<file path="config.mk">
export PLATFORM = sky130hd
export DESIGN_NAME = fault_retry_ctrl
export DESIGN_NICKNAME = d
export VERILOG_FILES = /design/src/include/fault_retry_pkg.sv /design/src/hw/fault_retry_ctrl.sv /design/src/hw/retry_delay_timer.sv
export SDC_FILE = /design/constraint.sdc
export NUM_CORES = 1
export LEC_CHECK = 0
export ABC_AREA = 1
export ABC_CLOCK_PERIOD_IN_PS = 4300
export BUFFER_PORTS_ARGS = -buffer_cell sky130_fd_sc_hd__buf_2
export CAP_MARGIN = 40
export CORE_MARGIN = 1
export CORE_UTILIZATION = 50
export DETAILED_ROUTE_END_ITERATION = 8
export PLACE_DENSITY = 0.7
export SLEW_MARGIN = 20
export SYNTH_ARGS = -nofsm -noshare
export SYNTH_HDL_FRONTEND = slang
export SYNTH_SLANG_ARGS = --single-unit
</file>
<file path="constraint.sdc">
create_clock -name I_CORE_CLK -period 4.3 [get_ports I_CORE_CLK]
set_input_delay 0.86 -clock I_CORE_CLK [delete_from_list [all_inputs] [get_ports I_CORE_CLK]]
set_output_delay 0.86 -clock I_CORE_CLK [all_outputs]
set_load 0.05 [all_outputs]
</file>
<file path="src/include/fault_retry_pkg.sv">
// shared constants and types for the fault retry and spare pin block
package fault_retry_pkg;

	// -------------------------------------------------------------
	// command codes
	// -------------------------------------------------------------
	localparam logic [7:0] CMD_SPARE_PIN_USAGE = 8'hc5;
	localparam logic [7:0] CMD_RESP_UNIT_CFG   = 8'hd2;
	localparam logic [7:0] CMD_FAULT_RESP_CFG  = 8'he4;
	localparam logic [7:0] CMD_RETRY_STATUS    = 8'he5;

	// -------------------------------------------------------------
	// reset values
	// -------------------------------------------------------------
	localparam logic [15:0] RST_SPARE_PIN_USAGE = 16'h0000;
	localparam logic [7:0]  RST_RESP_UNIT_CFG   = 8'h00;
	localparam logic [7:0]  RST_FAULT_RESP_CFG  = 8'h00;

	// -------------------------------------------------------------
	// retry codes and counts
	// -------------------------------------------------------------
	localparam logic [2:0] RETRY_NONE       = 3'h0;
	localparam logic [2:0] RETRY_FIVE       = 3'h5;
	localparam logic [2:0] RETRY_SIX        = 3'h6;
	localparam logic [2:0] RETRY_CONTINUOUS = 3'h7;

	// -------------------------------------------------------------
	// timing: core clock and base delay unit
	// -------------------------------------------------------------
	localparam int CLK_PERIOD_PS = 25000;
	localparam int BASE_UNIT_MS  = 1;
	localparam int BASE_UNIT_CYC = (BASE_UNIT_MS * 1000000000) / CLK_PERIOD_PS;
	localparam int UNIT_10MS_N   = 10;
	localparam int UNIT_100MS_N  = 100;
	localparam int UNIT_1S_N     = 1000;

	// -------------------------------------------------------------
	// types
	// -------------------------------------------------------------
	typedef enum logic [1:0]
	{
		UNIT_1MS   = 2'h0,
		UNIT_10MS  = 2'h1,
		UNIT_100MS = 2'h2,
		UNIT_1S    = 2'h3
	} delay_unit_t;

	typedef enum logic [1:0]
	{
		CLASS_VOUT = 2'h0,
		CLASS_VIN  = 2'h1,
		CLASS_IOUT = 2'h2,
		CLASS_TEMP = 2'h3
	} fault_class_t;

	typedef enum logic [1:0]
	{
		ST_RUN   = 2'h0,
		ST_HOLD  = 2'h1,
		ST_RETRY = 2'h3,
		ST_LATCH = 2'h2
	} retry_state_t;

	typedef struct packed
	{
		logic [1:0] action;
		logic [2:0] retries;
		logic [2:0] delay_exp;
	} fault_resp_t;

	// pin order inside each nibble: 3 second fault, 2 tms, 1 tdi, 0 tdo
	typedef struct packed
	{
		logic [3:0] mode;
		logic [3:0] mode_other;
		logic [3:0] util;
		logic [3:0] util_other;
	} spare_pin_cfg_t;

	typedef struct packed
	{
		logic       ctrl_on;
		logic       op_on;
		logic       bias_ok;
		logic       other_shutdown;
	} run_ctrl_t;

endpackage : fault_retry_pkg
</file>
<file path="src/hw/fault_retry_ctrl.sv">
// fault retry sequencer with spare pin configuration registers
//
// Overview of operation
// - code 101: five restarts, then latch off
// - code 110: six restarts, then latch off
// - code 111: retry until off, bias, shutdown
// - restarts spaced start to start by delay
// - delay field n gives 2**n units
// - same delay for hold and retry spacing
// - unit length from response unit register
// - utilization bit 1 marks pin unused
// - mode bit 1 drives unused pin low
// - bits 15..12: fault2, tms, tdi, tdo
// - unused marking overrides other pin setup
// - per class unit 1ms/10ms/100ms/1s
// - clear by bit, command or off-on cycle
`timescale 1ns/100ps
module fault_retry_ctrl
	import fault_retry_pkg::*;
#(
	parameter int BASE_CYC = BASE_UNIT_CYC
)
(
	// clock and reset
	input  wire logic         I_CORE_CLK,
	input  wire logic         I_RST_B,
	// command port
	input  wire logic         I_CMD_WR,
	input  wire logic         I_CMD_RD,
	input  wire logic [7:0]   I_CMD_CODE,
	input  wire logic [15:0]  I_CMD_DATA,
	output logic [15:0]       O_RD_DATA,
	output logic              O_CMD_UNSUP,
	// fault and run control
	input  wire logic         I_FAULT,
	input  wire fault_class_t I_FAULT_CLASS,
	input  wire logic         I_CLEAR_FAULT,
	input  wire logic         I_CLEAR_FAULTS_CMD,
	input  wire logic         I_CTRL_PIN_ON,
	input  wire logic         I_OP_ON,
	input  wire logic         I_BIAS_OK,
	input  wire logic         I_OTHER_SHUTDOWN,
	// output stage and status
	output logic              O_OUTPUT_EN,
	output logic              O_FAULT_LATCHED,
	// spare pins
	output logic [3:0]        O_SPARE_OUT,
	output logic [3:0]        O_SPARE_OE_B,
	output logic [3:0]        O_SPARE_UNUSED
);

	// ----------------------------------------------------------
	// registers and synchroniser
	// ----------------------------------------------------------
	spare_pin_cfg_t pins_ff;
	logic [7:0]     unit_cfg_ff;
	fault_resp_t    resp_ff;
	logic [15:0]    rd_data_ff;
	logic           unsup_ff;
	logic [1:0]     ctrl_sync_ff;
	retry_state_t   state_ff;
	retry_state_t   nxt_state;
	logic [2:0]     attempts_ff;
	logic [2:0]     nxt_attempts;
	logic           was_on_ff;
	logic           out_en_ff;
	logic           latched_ff;
	logic [3:0]     oe_b_ff;
	logic [3:0]     unused_ff;

	run_ctrl_t run;
	assign run.ctrl_on        = ctrl_sync_ff[1];
	assign run.op_on          = I_OP_ON;
	assign run.bias_ok        = I_BIAS_OK;
	assign run.other_shutdown = I_OTHER_SHUTDOWN;

	wire logic wr_pins  = I_CMD_WR && (I_CMD_CODE == CMD_SPARE_PIN_USAGE);
	wire logic wr_unit  = I_CMD_WR && (I_CMD_CODE == CMD_RESP_UNIT_CFG);
	wire logic wr_resp  = I_CMD_WR && (I_CMD_CODE == CMD_FAULT_RESP_CFG);
	wire logic code_ok  = (I_CMD_CODE == CMD_SPARE_PIN_USAGE) ||
	                      (I_CMD_CODE == CMD_RESP_UNIT_CFG) ||
	                      (I_CMD_CODE == CMD_FAULT_RESP_CFG) ||
	                      (I_CMD_CODE == CMD_RETRY_STATUS);
	wire logic [15:0] rd_mux =
		(I_CMD_CODE == CMD_SPARE_PIN_USAGE) ? pins_ff :
		(I_CMD_CODE == CMD_RESP_UNIT_CFG)   ? {8'h00, unit_cfg_ff} :
		(I_CMD_CODE == CMD_FAULT_RESP_CFG)  ? {8'h00, resp_ff} :
		(I_CMD_CODE == CMD_RETRY_STATUS)    ? {11'h000, state_ff, attempts_ff} : 16'h0000;

	always_ff @(posedge I_CORE_CLK or negedge I_RST_B)
	begin
		if (!I_RST_B)
		begin
			pins_ff      <= RST_SPARE_PIN_USAGE;
			unit_cfg_ff  <= RST_RESP_UNIT_CFG;
			resp_ff      <= RST_FAULT_RESP_CFG;
			rd_data_ff   <= 16'h0000;
			unsup_ff     <= 1'b0;
			ctrl_sync_ff <= 2'h0;
		end
		else
		begin
			if (wr_pins)
				pins_ff <= I_CMD_DATA;
			if (wr_unit)
				unit_cfg_ff <= I_CMD_DATA[7:0];
			if (wr_resp)
				resp_ff <= I_CMD_DATA[7:0];
			rd_data_ff   <= I_CMD_RD ? rd_mux : rd_data_ff;
			unsup_ff     <= (I_CMD_RD || I_CMD_WR) && !code_ok;
			ctrl_sync_ff <= {ctrl_sync_ff[0], I_CTRL_PIN_ON};
		end
	end

	// ----------------------------------------------------------
	// delay timer
	// ----------------------------------------------------------
	// unit from unit register
	wire delay_unit_t cls_unit = delay_unit_t'(unit_cfg_ff[2*I_FAULT_CLASS +: 2]);
	wire logic        cmd_on   = run.ctrl_on && run.op_on;
	wire logic        clear_evt = I_CLEAR_FAULT || I_CLEAR_FAULTS_CMD ||
	                              (cmd_on && !was_on_ff) || !run.bias_ok;
	wire logic        retry_any = resp_ff.retries != RETRY_NONE;
	wire logic        endless   = resp_ff.retries == RETRY_CONTINUOUS;
	wire logic        tries_out = !endless && (attempts_ff >= resp_ff.retries);
	wire logic        timer_done;
	logic             timer_start;

	retry_delay_timer #(
		.BASE_CYC (BASE_CYC)
	) u_timer (
		.i_clk   (I_CORE_CLK),
		.i_rst_b (I_RST_B),
		.i_start (timer_start),
		.i_unit  (cls_unit),
		.i_exp   (resp_ff.delay_exp),
		.o_done  (timer_done)
	);

	// ----------------------------------------------------------
	// retry sequencer
	// ----------------------------------------------------------
	always_comb
	begin
		nxt_state    = state_ff;
		nxt_attempts = attempts_ff;
		timer_start  = 1'b0;
		if (clear_evt || !cmd_on)
		begin
			nxt_state    = ST_RUN;
			nxt_attempts = 3'h0;
			timer_start  = 1'b1;
		end
		else if (run.other_shutdown)
			nxt_state = ST_LATCH;
		else
		begin
			case (state_ff)
				ST_RUN:
					if (I_FAULT)
					begin
						nxt_state   = ST_HOLD;
						timer_start = 1'b1;
					end
				ST_HOLD:
					if (timer_done)
					begin
						if (!I_FAULT)
							nxt_state = ST_RUN;
						else if (retry_any)
						begin
							nxt_state    = ST_RETRY;
							nxt_attempts = 3'h1;
							timer_start  = 1'b1;
						end
						else
							nxt_state = ST_LATCH;
					end
				ST_RETRY:
					if (timer_done)
					begin
						if (!I_FAULT)
							nxt_state = ST_RUN;
						else if (tries_out)
							nxt_state = ST_LATCH;
						else
						begin
							nxt_attempts = endless ? attempts_ff : attempts_ff + 3'h1;
							timer_start  = 1'b1;
						end
					end
				ST_LATCH:
					nxt_state = ST_LATCH;
				default:
					nxt_state = ST_RUN;
			endcase
		end
	end

	// ----------------------------------------------------------
	// spare pins
	// ----------------------------------------------------------
	// unused pin drive
	wire logic [3:0] nxt_oe_b = ~(pins_ff.util & pins_ff.mode);

	always_ff @(posedge I_CORE_CLK or negedge I_RST_B)
	begin
		if (!I_RST_B)
		begin
			state_ff    <= ST_RUN;
			attempts_ff <= 3'h0;
			was_on_ff   <= 1'b0;
			out_en_ff   <= 1'b0;
			latched_ff  <= 1'b0;
			oe_b_ff     <= 4'hf;
			unused_ff   <= 4'h0;
		end
		else
		begin
			state_ff    <= nxt_state;
			attempts_ff <= nxt_attempts;
			was_on_ff   <= cmd_on;
			out_en_ff   <= cmd_on && run.bias_ok &&
			               ((nxt_state == ST_RUN) || (nxt_state == ST_HOLD));
			latched_ff  <= nxt_state == ST_LATCH;
			oe_b_ff     <= nxt_oe_b;
			unused_ff   <= pins_ff.util;
		end
	end

	assign O_RD_DATA       = rd_data_ff;
	assign O_CMD_UNSUP     = unsup_ff;
	assign O_OUTPUT_EN     = out_en_ff;
	assign O_FAULT_LATCHED = latched_ff;
	assign O_SPARE_OUT     = 4'h0;
	assign O_SPARE_OE_B    = oe_b_ff;
	assign O_SPARE_UNUSED  = unused_ff;
endmodule : fault_retry_ctrl

</file>
<file path="src/hw/retry_delay_timer.sv">
// delay timer: 2**exp units of 1 ms, 10 ms, 100 ms or 1 s
`timescale 1ns/100ps
module retry_delay_timer
	import fault_retry_pkg::*;
#(
	parameter int BASE_CYC = BASE_UNIT_CYC
)
(
	// clock and reset
	input  wire logic        i_clk,
	input  wire logic        i_rst_b,
	// control
	input  wire logic        i_start,
	input  wire delay_unit_t i_unit,
	input  wire logic [2:0]  i_exp,
	// result
	output logic             o_done
);

	logic [15:0] base_cnt_ff;
	logic [9:0]  ms_cnt_ff;
	logic [7:0]  unit_cnt_ff;
	logic [7:0]  unit_last_ff;
	delay_unit_t unit_ff;
	logic        busy_ff;
	logic        done_ff;

	function automatic logic [9:0] ms_per_unit(input delay_unit_t u);
		case (u)
			UNIT_10MS:  ms_per_unit = 10'(UNIT_10MS_N - 1);
			UNIT_100MS: ms_per_unit = 10'(UNIT_100MS_N - 1);
			UNIT_1S:    ms_per_unit = 10'(UNIT_1S_N - 1);
			default:    ms_per_unit = 10'h000;
		endcase
	endfunction : ms_per_unit

	wire logic base_tick = busy_ff && (base_cnt_ff == 16'(BASE_CYC - 1));
	wire logic unit_tick = base_tick && (ms_cnt_ff == ms_per_unit(unit_ff));
	wire logic last_unit = unit_tick && (unit_cnt_ff == unit_last_ff);

	always_ff @(posedge i_clk or negedge i_rst_b)
	begin
		if (!i_rst_b)
		begin
			base_cnt_ff  <= 16'h0000;
			ms_cnt_ff    <= 10'h000;
			unit_cnt_ff  <= 8'h00;
			unit_last_ff <= 8'h00;
			unit_ff      <= UNIT_1MS;
			busy_ff      <= 1'b0;
			done_ff      <= 1'b0;
		end
		else if (i_start)
		begin
			base_cnt_ff  <= 16'h0000;
			ms_cnt_ff    <= 10'h000;
			unit_cnt_ff  <= 8'h00;
			unit_last_ff <= 8'((9'h001 << i_exp) - 9'h001);
			unit_ff      <= i_unit;
			busy_ff      <= 1'b1;
			done_ff      <= 1'b0;
		end
		else
		begin
			base_cnt_ff <= base_tick ? 16'h0000 : (busy_ff ? base_cnt_ff + 16'h0001 : base_cnt_ff);
			ms_cnt_ff   <= unit_tick ? 10'h000 : (base_tick ? ms_cnt_ff + 10'h001 : ms_cnt_ff);
			unit_cnt_ff <= unit_tick ? unit_cnt_ff + 8'h01 : unit_cnt_ff;
			busy_ff     <= busy_ff && !last_unit;
			done_ff     <= last_unit;
		end
	end

	assign o_done = done_ff;
endmodule : retry_delay_timer

</file>
==> summary.md, run 1 <==
| Metric | Value |
|---|---|
| Run status | complete, no violations |
| Antenna viol nets, final | 0 |
| Syn Area/Cell | 8.20 um^2 |
| Seq/Total Area, Yosys | 48.7% |
| CTS Sinks | 113 |
| Ranking of synthesized cells by area | dfrtp_1, nand2_1, o21ai_0 |
| Maximum clock path buffer count | 2 |
| Routed WL | 12800 um |
| RSZ-0062 raised after global routing | false |
| R2R setup slack | 1.51 ns |
| RePlAce Congestion | 0.903 |
| Worst EP arrival | 3.12 ns |
| DRC violations left | 0 |
| Vias | 4902 |
| Global route total overflow | 0 |
| Yosys cell types | 46 |
| Slew Limit Fails | 0 |
| HP Class | flip-flop to flip-flop |
| Final #Nets | 819 |
| CTS Buf Count | 17 |
| Tot GR Track Use | 23.7% |
| Leak | 3.39 nW |
| Vias in the first global route | 4625 |
| WP depth | 12 |
| Dominant cell type by area after synthesis | dfrtp_1 |
| Fraction of layout cells with a size suffix above 1 | 17.4% |
| Num ports | 68 |
| Yosys reg bits | 113 |
| Max Fclk | 358 MHz |
| Chip width | 110 um |
| Crit-path max FO | 38 |
| Share of total power in sequential cells | 40.6% |
| Critical-path top delay cell | inv_2 |
| Violation count after the first detailed-route iteration | 278 |
| Non-Filler Instances | 931 |
| Initial antenna violation count | 0 |
| FP Rows | 39 |
| DP Area | 6200 um^2 |
| Vias per cell | 5.27 |
| Startpoint Class | flip-flop |
| Crit path to | u_timer.unit_cnt_ff[5]$_DFFE_PN0P_ |
| Die H | 110 um |
| Largest net degree at the start of global routing | 51 |
| Cell Int Power | 0.00210 W |
| Bufs and invs on worst path | 2 |
| Worst-margin pin slew | 0.659 ns |
| Hpwl dp | 9140 um |
| ANT cells | 0 |
| Finished Core Util | 60.2% |
| Core Area | 11400 um^2 |
| H-tree levels | 4 |
| Tcrit/Tclk final | 64.9% |
| Synthesis-to-finish area growth | 17.5% |
| # port buffers | 63 |
| Max cap viols | 0 |
| Worst setup path startpoint | resp_ff[5]$_DFFE_PN0P_ |
| Crit. End Element | flip-flop |
| Sw power | 0.000625 W |
| Minimum clock period | 2.79 ns |
| Initial Utilization | 51.2% |
| Count of endpoints failing setup in the final report | 0 |
| Async SR Flop Fraction | 100% |
| EDFF count, synth | 0 |
| Crit Path Category | flip-flop to flip-flop |
| Switching share of power | 22.9% |
| CTS tree | done |
| Clk_skew | 0.0118 ns |
| Worst-path cell chain | inv_1 > ha_1 > nand2_1 > o21ai_0 > nand3_1 > nand3_1 > nand2_1 > nand2_1 > nand2_2 > inv_2 > o21ai_0 > a21oi_1 |
| Post CTS Setup Buffer Count | 0 |
| FF-to-FF Start | resp_ff[5]$_DFFE_PN0P_ |
| CP peak stage delay | 0.57 ns |
| Clk root buf | clkbuf_16 |
| Placed cell count | 898 |
| Post-CTS resize count | 0 |
| Worst-path clk slew | 0.05 ns |
| Area fraction of the dominant cell type after synthesis | 46.9% |
| Final Cell Area | 6840 um^2 |
| Synth Flop Type | dfrtp_1 |
| Final Hold Viols | 0 |
| Die Area | 12100 um^2 |
| Min-delay src | ctrl_sync_ff[0]$_DFF_PN0_ |
| Slew headroom | 56.0% |
| Wire per inst | 13.8 um |
| Most numerous cell in the Yosys netlist | nand2_1 |
| List of most frequent post-synthesis cells | nand2_1, dfrtp_1, inv_1, o21ai_0, nand3_1 |
| Clk_lat worst skew | 0.42 ns |
| Crit-path most repeated cell | nand2_1 |
| Worst VDD drop | 0.254 mV |
| PD cells | 399 nW/um^2 |
| Syn Inst Count | 710 |
| Yosys warns | 0 |
| CP Data Required Time | 4.63 ns |
| R2R depth | 12 |
| Post-Syn Area | 5820 um^2 |
| Power share of the combinational group | 4.8% |
| TritonRoute pass-1 iters | 5 |
| Design Power | 0.00273 W |
| Fill cell count | 1017 |
| CP top delay family | simple AND/OR/NAND/NOR gates |
| Reg2reg end | u_timer.unit_cnt_ff[5]$_DFFE_PN0P_ |
| First-pass GRT wire length | 21600 um |
| Clock power share | 54.6% |
| CTS Hold Buffers Added | 0 |
| Fin Setup TNS | 0 ns |
[metal layers]
layer  GRT usage [%]  vias to the layer above  routed length [um]
met1            31.9                     2353                6160
met2            37.2                       95                6050
met5               0                        -                   0
met3            5.75                       13                 486
met4            8.86                        0                 125
li1                -                     2441                   -
[power by group through the flow]
stage | Sequential [W] | Combinational (W) | Clock (W)
floorplan | 0.00113 | 0.0000665 | 0
detailed placement | 0.00113 | 0.000133 | 0
finish | 0.00111 | 0.000131 | 0.00149
global route | 0.00111 | 0.000149 | 0.00156
CTS | 0.00111 | 0.000133 | 0.00151
global placement | 0.00112 | 0.000129 | 0
[through the flow]
step | worst slack [ns] | hold WS [ns]
after floorplan | 2.29 | 0.331
after global placement | 1.47 | 0.334
after detailed placement | 1.36 | 0.338
after CTS | 1.53 | 0.360
after global routing | 1.18 | 0.391
final | 1.51 | 0.357
[registers in the layout (all words and copies together), names as in the netlist, 8 cells and up]
name                  count
resp_ff                   8
u_timer.unit_last_ff      8
u_timer.base_cnt_ff      16
O_RD_DATA                16
u_timer.unit_cnt_ff       8
pins_ff                  16
u_timer.ms_cnt_ff        10
unit_cfg_ff               8
[worst reg2reg max path, delay by kind of cell (launching register included)]
kind | cells | cell delay [ns]
buffers and inverters | 2 | 0.69
and+or+nand+nor | 6 | 0.74
AOI/OAI and AO/OA | 3 | 0.54
adders and majority gates | 1 | 0.30
DFF | 1 | 0.43
[cells by family after synthesis]
group           Yosys count  share of synthesized area (%)
compound gates           98                           9.11
xor+xnor                 27                           4.06
fa+ha+maj                 7                           1.50
buf+inv                 100                           7.50
flops                   113                           48.7
mux                       6                           1.16
other cells               1                         0.0644
simple gates            358                           27.9
[layout by cell type, fill, tap and decap left out, types with 2 or more instances in the layout]
cell type / netlist / layout
nand2_1: 190 / 190
inv_1: 70 / 70
conb_1: 1 / 4
nand4_1: 22 / 22
clkinv_4: 0 / 2
o31ai_1: 2 / 2
clkinv_2: 0 / 2
o2111ai_1: 2 / 2
inv_6: 0 / 4
clkinv_1: 2 / 2
o21bai_1: 2 / 2
o21ai_0: 63 / 63
nor2_1: 49 / 49
nor2_4: 3 / 3
nand3_1: 52 / 52
o21a_1: 2 / 2
or2_2: 3 / 3
a211oi_1: 2 / 2
a21oi_1: 19 / 19
dfstp_2: 4 / 4
mux2_2: 6 / 6
ha_1: 7 / 7
nor3_1: 17 / 17
buf_2: 3 / 62
o21ai_1: 2 / 2
xor2_1: 23 / 23
clkinvlp_4: 0 / 3
bufinv_16: 0 / 4
nor2_2: 4 / 4
buf_4: 5 / 3
dfrtp_1: 109 / 109
xnor2_1: 4 / 4
inv_2: 5 / 5
clkbuf_16: 0 / 17
nor4_1: 2 / 2
nand2_2: 7 / 7
[final cells by class]
class / count / area, um^2 / area share (%)
inverter: 77 / 289 / 4.22
sequential: 113 / 2830 / 41.4
tap: 143 / 179 / 2.61
timing repair buffer: 66 / 348 / 5.08
multi-input combinational: 500 / 2560 / 37.5
clock inverter: 15 / 205 / 3.00
clock buffer: 17 / 425 / 6.22
[how the worst min path moves through the flow]
stage	to	slack [ns]	cells past startpoint
finish	ctrl_sync_ff[1]$_DFF_PN0_	0.36	0
global route	ctrl_sync_ff[1]$_DFF_PN0_	0.39	0
CTS	ctrl_sync_ff[1]$_DFF_PN0_	0.36	0
detailed placement	ctrl_sync_ff[1]$_DFF_PN0_	0.34	0
global placement	ctrl_sync_ff[1]$_DFF_PN0_	0.33	0
floorplan	ctrl_sync_ff[1]$_DFF_PN0_	0.33	0
Power figures use the tool's default switching activity.
==> run 2, diff against run 1 <==
- ABC_AREA: 1 -> 0
- ABC_CLOCK_PERIOD_IN_PS: 4300 -> 2880
- PLACE_DENSITY: 0.7 -> 0.71
- clock period: 4.3 -> 2.88 ns (I/O delays scaled with it)
==> run 2 against run 1 <==
  * Power is 50% higher
  * Clock power is 48% higher
  * Hold slack worse by 0.20 ns
  * Sequential power is 50% higher
  * Synthesized cell count is 31% lower
  * Sequential share of layout area is 2.9 points higher
  * Design area is 6.5% lower
  * Routed wire length is 13% lower
  * Via count is 19% lower
==> summary.md, run 2 <==
| Metric | Value |
|---|---|
| Run status | complete, no violations (unchanged) |
| FP Rows | 37 (was 39) |
| Hpwl dp | 7610 um (was 9140 um) |
| CP top delay family | simple AND/OR/NAND/NOR gates (unchanged) |
| Syn Inst Count | 491 (was 710) |
| Leak | 2.97 nW (was 3.39 nW) |
| Worst EP arrival | 2.98 ns (was 3.12 ns) |
| Syn Area/Cell | 10.7 um^2 (was 8.20 um^2) |
| Initial Utilization | 51.3% (was 51.2%) |
| Vias per cell | 5.57 (was 5.27) |
| Placed cell count | 679 (was 898) |
| Worst-path clk slew | 0.06 ns (was 0.05 ns) |
| # port buffers | 63 (unchanged) |
| RSZ-0062 raised after global routing | false (unchanged) |
| FF-to-FF Start | u_timer.ms_cnt_ff[6]$_DFFE_PN0P_ (was resp_ff[5]$_DFFE_PN0P_) |
| Dominant cell type by area after synthesis | dfrtp_1 (unchanged) |
| WL met3 | 496 um (was 486 um) |
| Final Hold Viols | 0 (unchanged) |
| Crit Path Category | flip-flop to flip-flop (unchanged) |
| Area fraction of the dominant cell type after synthesis | 52.0% (was 46.9%) |
| Die Area | 10900 um^2 (was 12100 um^2) |
| Seq/Total Area, Yosys | 54.0% (was 48.7%) |
| Crit. End Element | flip-flop (unchanged) |
| Worst-path cell chain | or4_4 > a221oi_2 > nand4_1 > nor4_2 > or3b_1 > a21oi_1 (was inv_1 > ha_1 > nand2_1 > o21ai_0 > nand3_1 > nand3_1 > nand2_1 > nand2_1 > nand2_2 > inv_2 > o21ai_0 > a21oi_1) |
| DRC violations left | 0 (unchanged) |
| Post-Syn Area | 5250 um^2 (was 5820 um^2) |
| Tot GR Track Use | 22.4% (was 23.7%) |
| Highest-count cells in the layout ignoring fill and taps | dfrtp_1, buf_2, nor2_1 (was nand2_1, dfrtp_1, inv_1) |
| TritonRoute pass-1 iters | 5 (unchanged) |
| Non-Filler Instances | 713 (was 931) |
| Worst-margin pin slew | 0.750 ns (was 0.659 ns) |
| Uppermost routed layer | met4 (unchanged) |
| List of most frequent post-synthesis cells | dfrtp_1, nor2_1, mux2_2, nand2_1, nand3_1 (was nand2_1, dfrtp_1, inv_1, o21ai_0, nand3_1) |
| Routed WL | 11200 um (was 12800 um) |
| Critical-path top delay cell | or4_4 (was inv_2) |
| Vias in the first global route | 3976 (was 4625) |
| CP Data Required Time | 3.31 ns (was 4.63 ns) |
| Count of endpoints failing setup in the final report | 0 (unchanged) |
| Bufs and invs on worst path | 0 (was 2) |
| Initial antenna violation count | 0 (unchanged) |
| Tcrit/Tclk final | 88.6% (was 64.9%) |
| CP peak stage delay | 0.55 ns (was 0.57 ns) |
| Wire per inst | 15.7 um (was 13.8 um) |
| Fin Setup TNS | 0 ns (unchanged) |
| R2R depth | 6 (was 12) |
| Fraction of layout cells with a size suffix above 1 | 26.5% (was 17.4%) |
| CTS Sinks | 113 (unchanged) |
| First-pass GRT wire length | 19100 um (was 21600 um) |
| Reg2reg end | u_timer.unit_cnt_ff[7]$_DFFE_PN0P_ (was u_timer.unit_cnt_ff[5]$_DFFE_PN0P_) |
| Startpoint Class | flip-flop (unchanged) |
| Clk root buf | clkbuf_8 (was clkbuf_16) |
| Synthesis-to-finish area growth | 21.9% (was 17.5%) |
| Async SR Flop Fraction | 100% (unchanged) |
| Commonest non-fill, non-tap cell in the layout | dfrtp_1 (was nand2_1) |
| Chip width | 104 um (was 110 um) |
| Crit-path max FO | 6 (was 38) |
| Minimum clock period | 2.55 ns (was 2.79 ns) |
| Final #Nets | 608 (was 819) |
| Post CTS Setup Buffer Count | 0 (unchanged) |
| ANT cells | 0 (unchanged) |
| Hold path cells | 1 (was 0) |
| Worst VDD drop | 0.446 mV (was 0.254 mV) |
| Die H | 104 um (was 110 um) |
| Slew headroom | 49.9% (was 56.0%) |
| Antenna viol nets, final | 0 (unchanged) |
| PD cells | 641 nW/um^2 (was 399 nW/um^2) |
| Vias | 3968 (was 4902) |
| Min-delay src | I_CTRL_PIN_ON (was ctrl_sync_ff[0]$_DFF_PN0_) |
| Ranking of synthesized cells by area | dfrtp_1, mux2_2, nor2_1 (was dfrtp_1, nand2_1, o21ai_0) |
| RePlAce Congestion | 0.819 (was 0.903) |
| Slew Limit Fails | 0 (unchanged) |
| EDFF count, synth | 0 (unchanged) |
| HP Class | input pin to flip-flop (was flip-flop to flip-flop) |
| Violation count after the first detailed-route iteration | 281 (was 278) |
| Clk_lat worst skew | 0.52 ns (was 0.42 ns) |
| Max cap viols | 0 (unchanged) |
| Max Fclk | 392 MHz (was 358 MHz) |
| Worst hold endpoint | ctrl_sync_ff[0]$_DFF_PN0_ (was ctrl_sync_ff[1]$_DFF_PN0_) |
| Maximum clock path buffer count | 2 (unchanged) |
| Met1 WL | 4990 um (was 6160 um) |
| Clk_skew | 0.00888 ns (was 0.0118 ns) |
| R2R setup slack | 0.33 ns (was 1.51 ns) |
| H-tree levels | 4 (unchanged) |
| Synth Flop Type | dfrtp_1 (unchanged) |
| Most numerous cell in the Yosys netlist | dfrtp_1 (was nand2_1) |
| Yosys reg bits | 113 (unchanged) |
| Core Area | 10200 um^2 (was 11400 um^2) |
| CTS tree | done (unchanged) |
| Global route total overflow | 0 (unchanged) |
| Yosys warns | 0 (unchanged) |
| Largest net degree at the start of global routing | 63 (was 51) |
| Yosys cell types | 53 (was 46) |
| Num ports | 68 (unchanged) |
| CTS Buf Count | 17 (unchanged) |
| Metal2 WL | 5540 um (was 6050 um) |
[run 2: cell count changes in the layout (fill, tap and decap cells not counted), sizes merged, moves of 7 or more]
cell / change
and3: +9
buf: +11
inv: -54
mux2: +26
mux2i: +8
nand2: -169
nand2b: +10
nand3: -25
nand4: -14
nor3: -7
o21ai: -46
xnor2: +8
[run 2: stage by stage]
stage | hold slack (ns) | power (W) | instance area [um^2] | utilization (%) | setup WS [ns]
finish | 0.161 | 0.00410 | 6390 | 62.5 | 0.330
global route | 0.132 | 0.00423 | 6390 | 62.5 | 0.141
CTS | 0.137 | 0.00414 | 6360 | 62.1 | 0.310
detailed placement | 0.339 | 0.00193 | 5730 | 56.0 | 0.368
global placement | 0.335 | 0.00192 | 5730 | 56.0 | 0.440
floorplan | 0.280 | 0.00182 | 5260 | - | 0.605
[run 2: kinds of logic after synthesis]
group / count (synthesis) / share of synthesized area (%)
AOI/OAI and AO/OA: 72 / 8.70
xor gates and xnor gates: 33 / 5.51
adders and majority gates: 7 / 1.67
buffers and inverters: 48 / 3.91
DFF: 113 / 54.0
muxes: 42 / 9.25
other: 1 / 0.0715
and+or+nand+nor: 175 / 16.9
[run 2: what timing repair did]
item / CTS / global route
hold buffers: 0 / 1
endpoints found under the hold margin: 0 / 2
gates resized for setup: 0 / 0
[run 2: power by group]
| group | switching (W) | internal, W |
|---|---|---|
| sequential | 0.0000316 | 0.00163 |
| combinational | 0.000155 | 0.0000835 |
| clock | 0.000778 | 0.00142 |
[run 2: worst max-delay path by stage]
stage	to	start	slack (ns)	cells after the start
5_1_grt	u_timer.unit_cnt_ff[7]$_DFFE_PN0P_	u_timer.ms_cnt_ff[6]$_DFFE_PN0P_	0.14	6
2_1_floorplan	resp_ff[0]$_DFFE_PN0P_	I_CMD_CODE[1]	0.61	6
4_1_cts	u_timer.unit_cnt_ff[7]$_DFFE_PN0P_	u_timer.ms_cnt_ff[6]$_DFFE_PN0P_	0.31	6
3_5_place_dp	u_timer.unit_cnt_ff[7]$_DFFE_PN0P_	u_timer.ms_cnt_ff[6]$_DFFE_PN0P_	0.37	6
3_3_place_gp	u_timer.unit_cnt_ff[7]$_DFFE_PN0P_	u_timer.ms_cnt_ff[6]$_DFFE_PN0P_	0.44	6
6_report	u_timer.unit_cnt_ff[7]$_DFFE_PN0P_	u_timer.ms_cnt_ff[6]$_DFFE_PN0P_	0.33	6
[run 2: layout make-up]
type                    instances  area (um^2)
fillers                       831         3840
multi-input cells             333         2220
inverters                      21         78.8
well taps                     136          170
clock inverters                14          205
repair buffers                 78          465
clock buffers                  18          418
flip-flops and latches        113         2830
[run 2: metal layers]
metal | vias up | GRT usage (%)
li1 | 1868 | -
met1 | 1979 | 29.3
met2 | 105 | 35.3
met3 | 16 | 6.39
met4 | 0 | 8.67
met5 | - | 0
[run 2: worst reg2reg max path: stages, from the launching register on]
cell      delay [ns]
dfrtp_1         0.42
or4_4           0.55
a221oi_2        0.28
nand4_1         0.27
nor4_2          0.40
or3b_1          0.38
a21oi_1         0.17
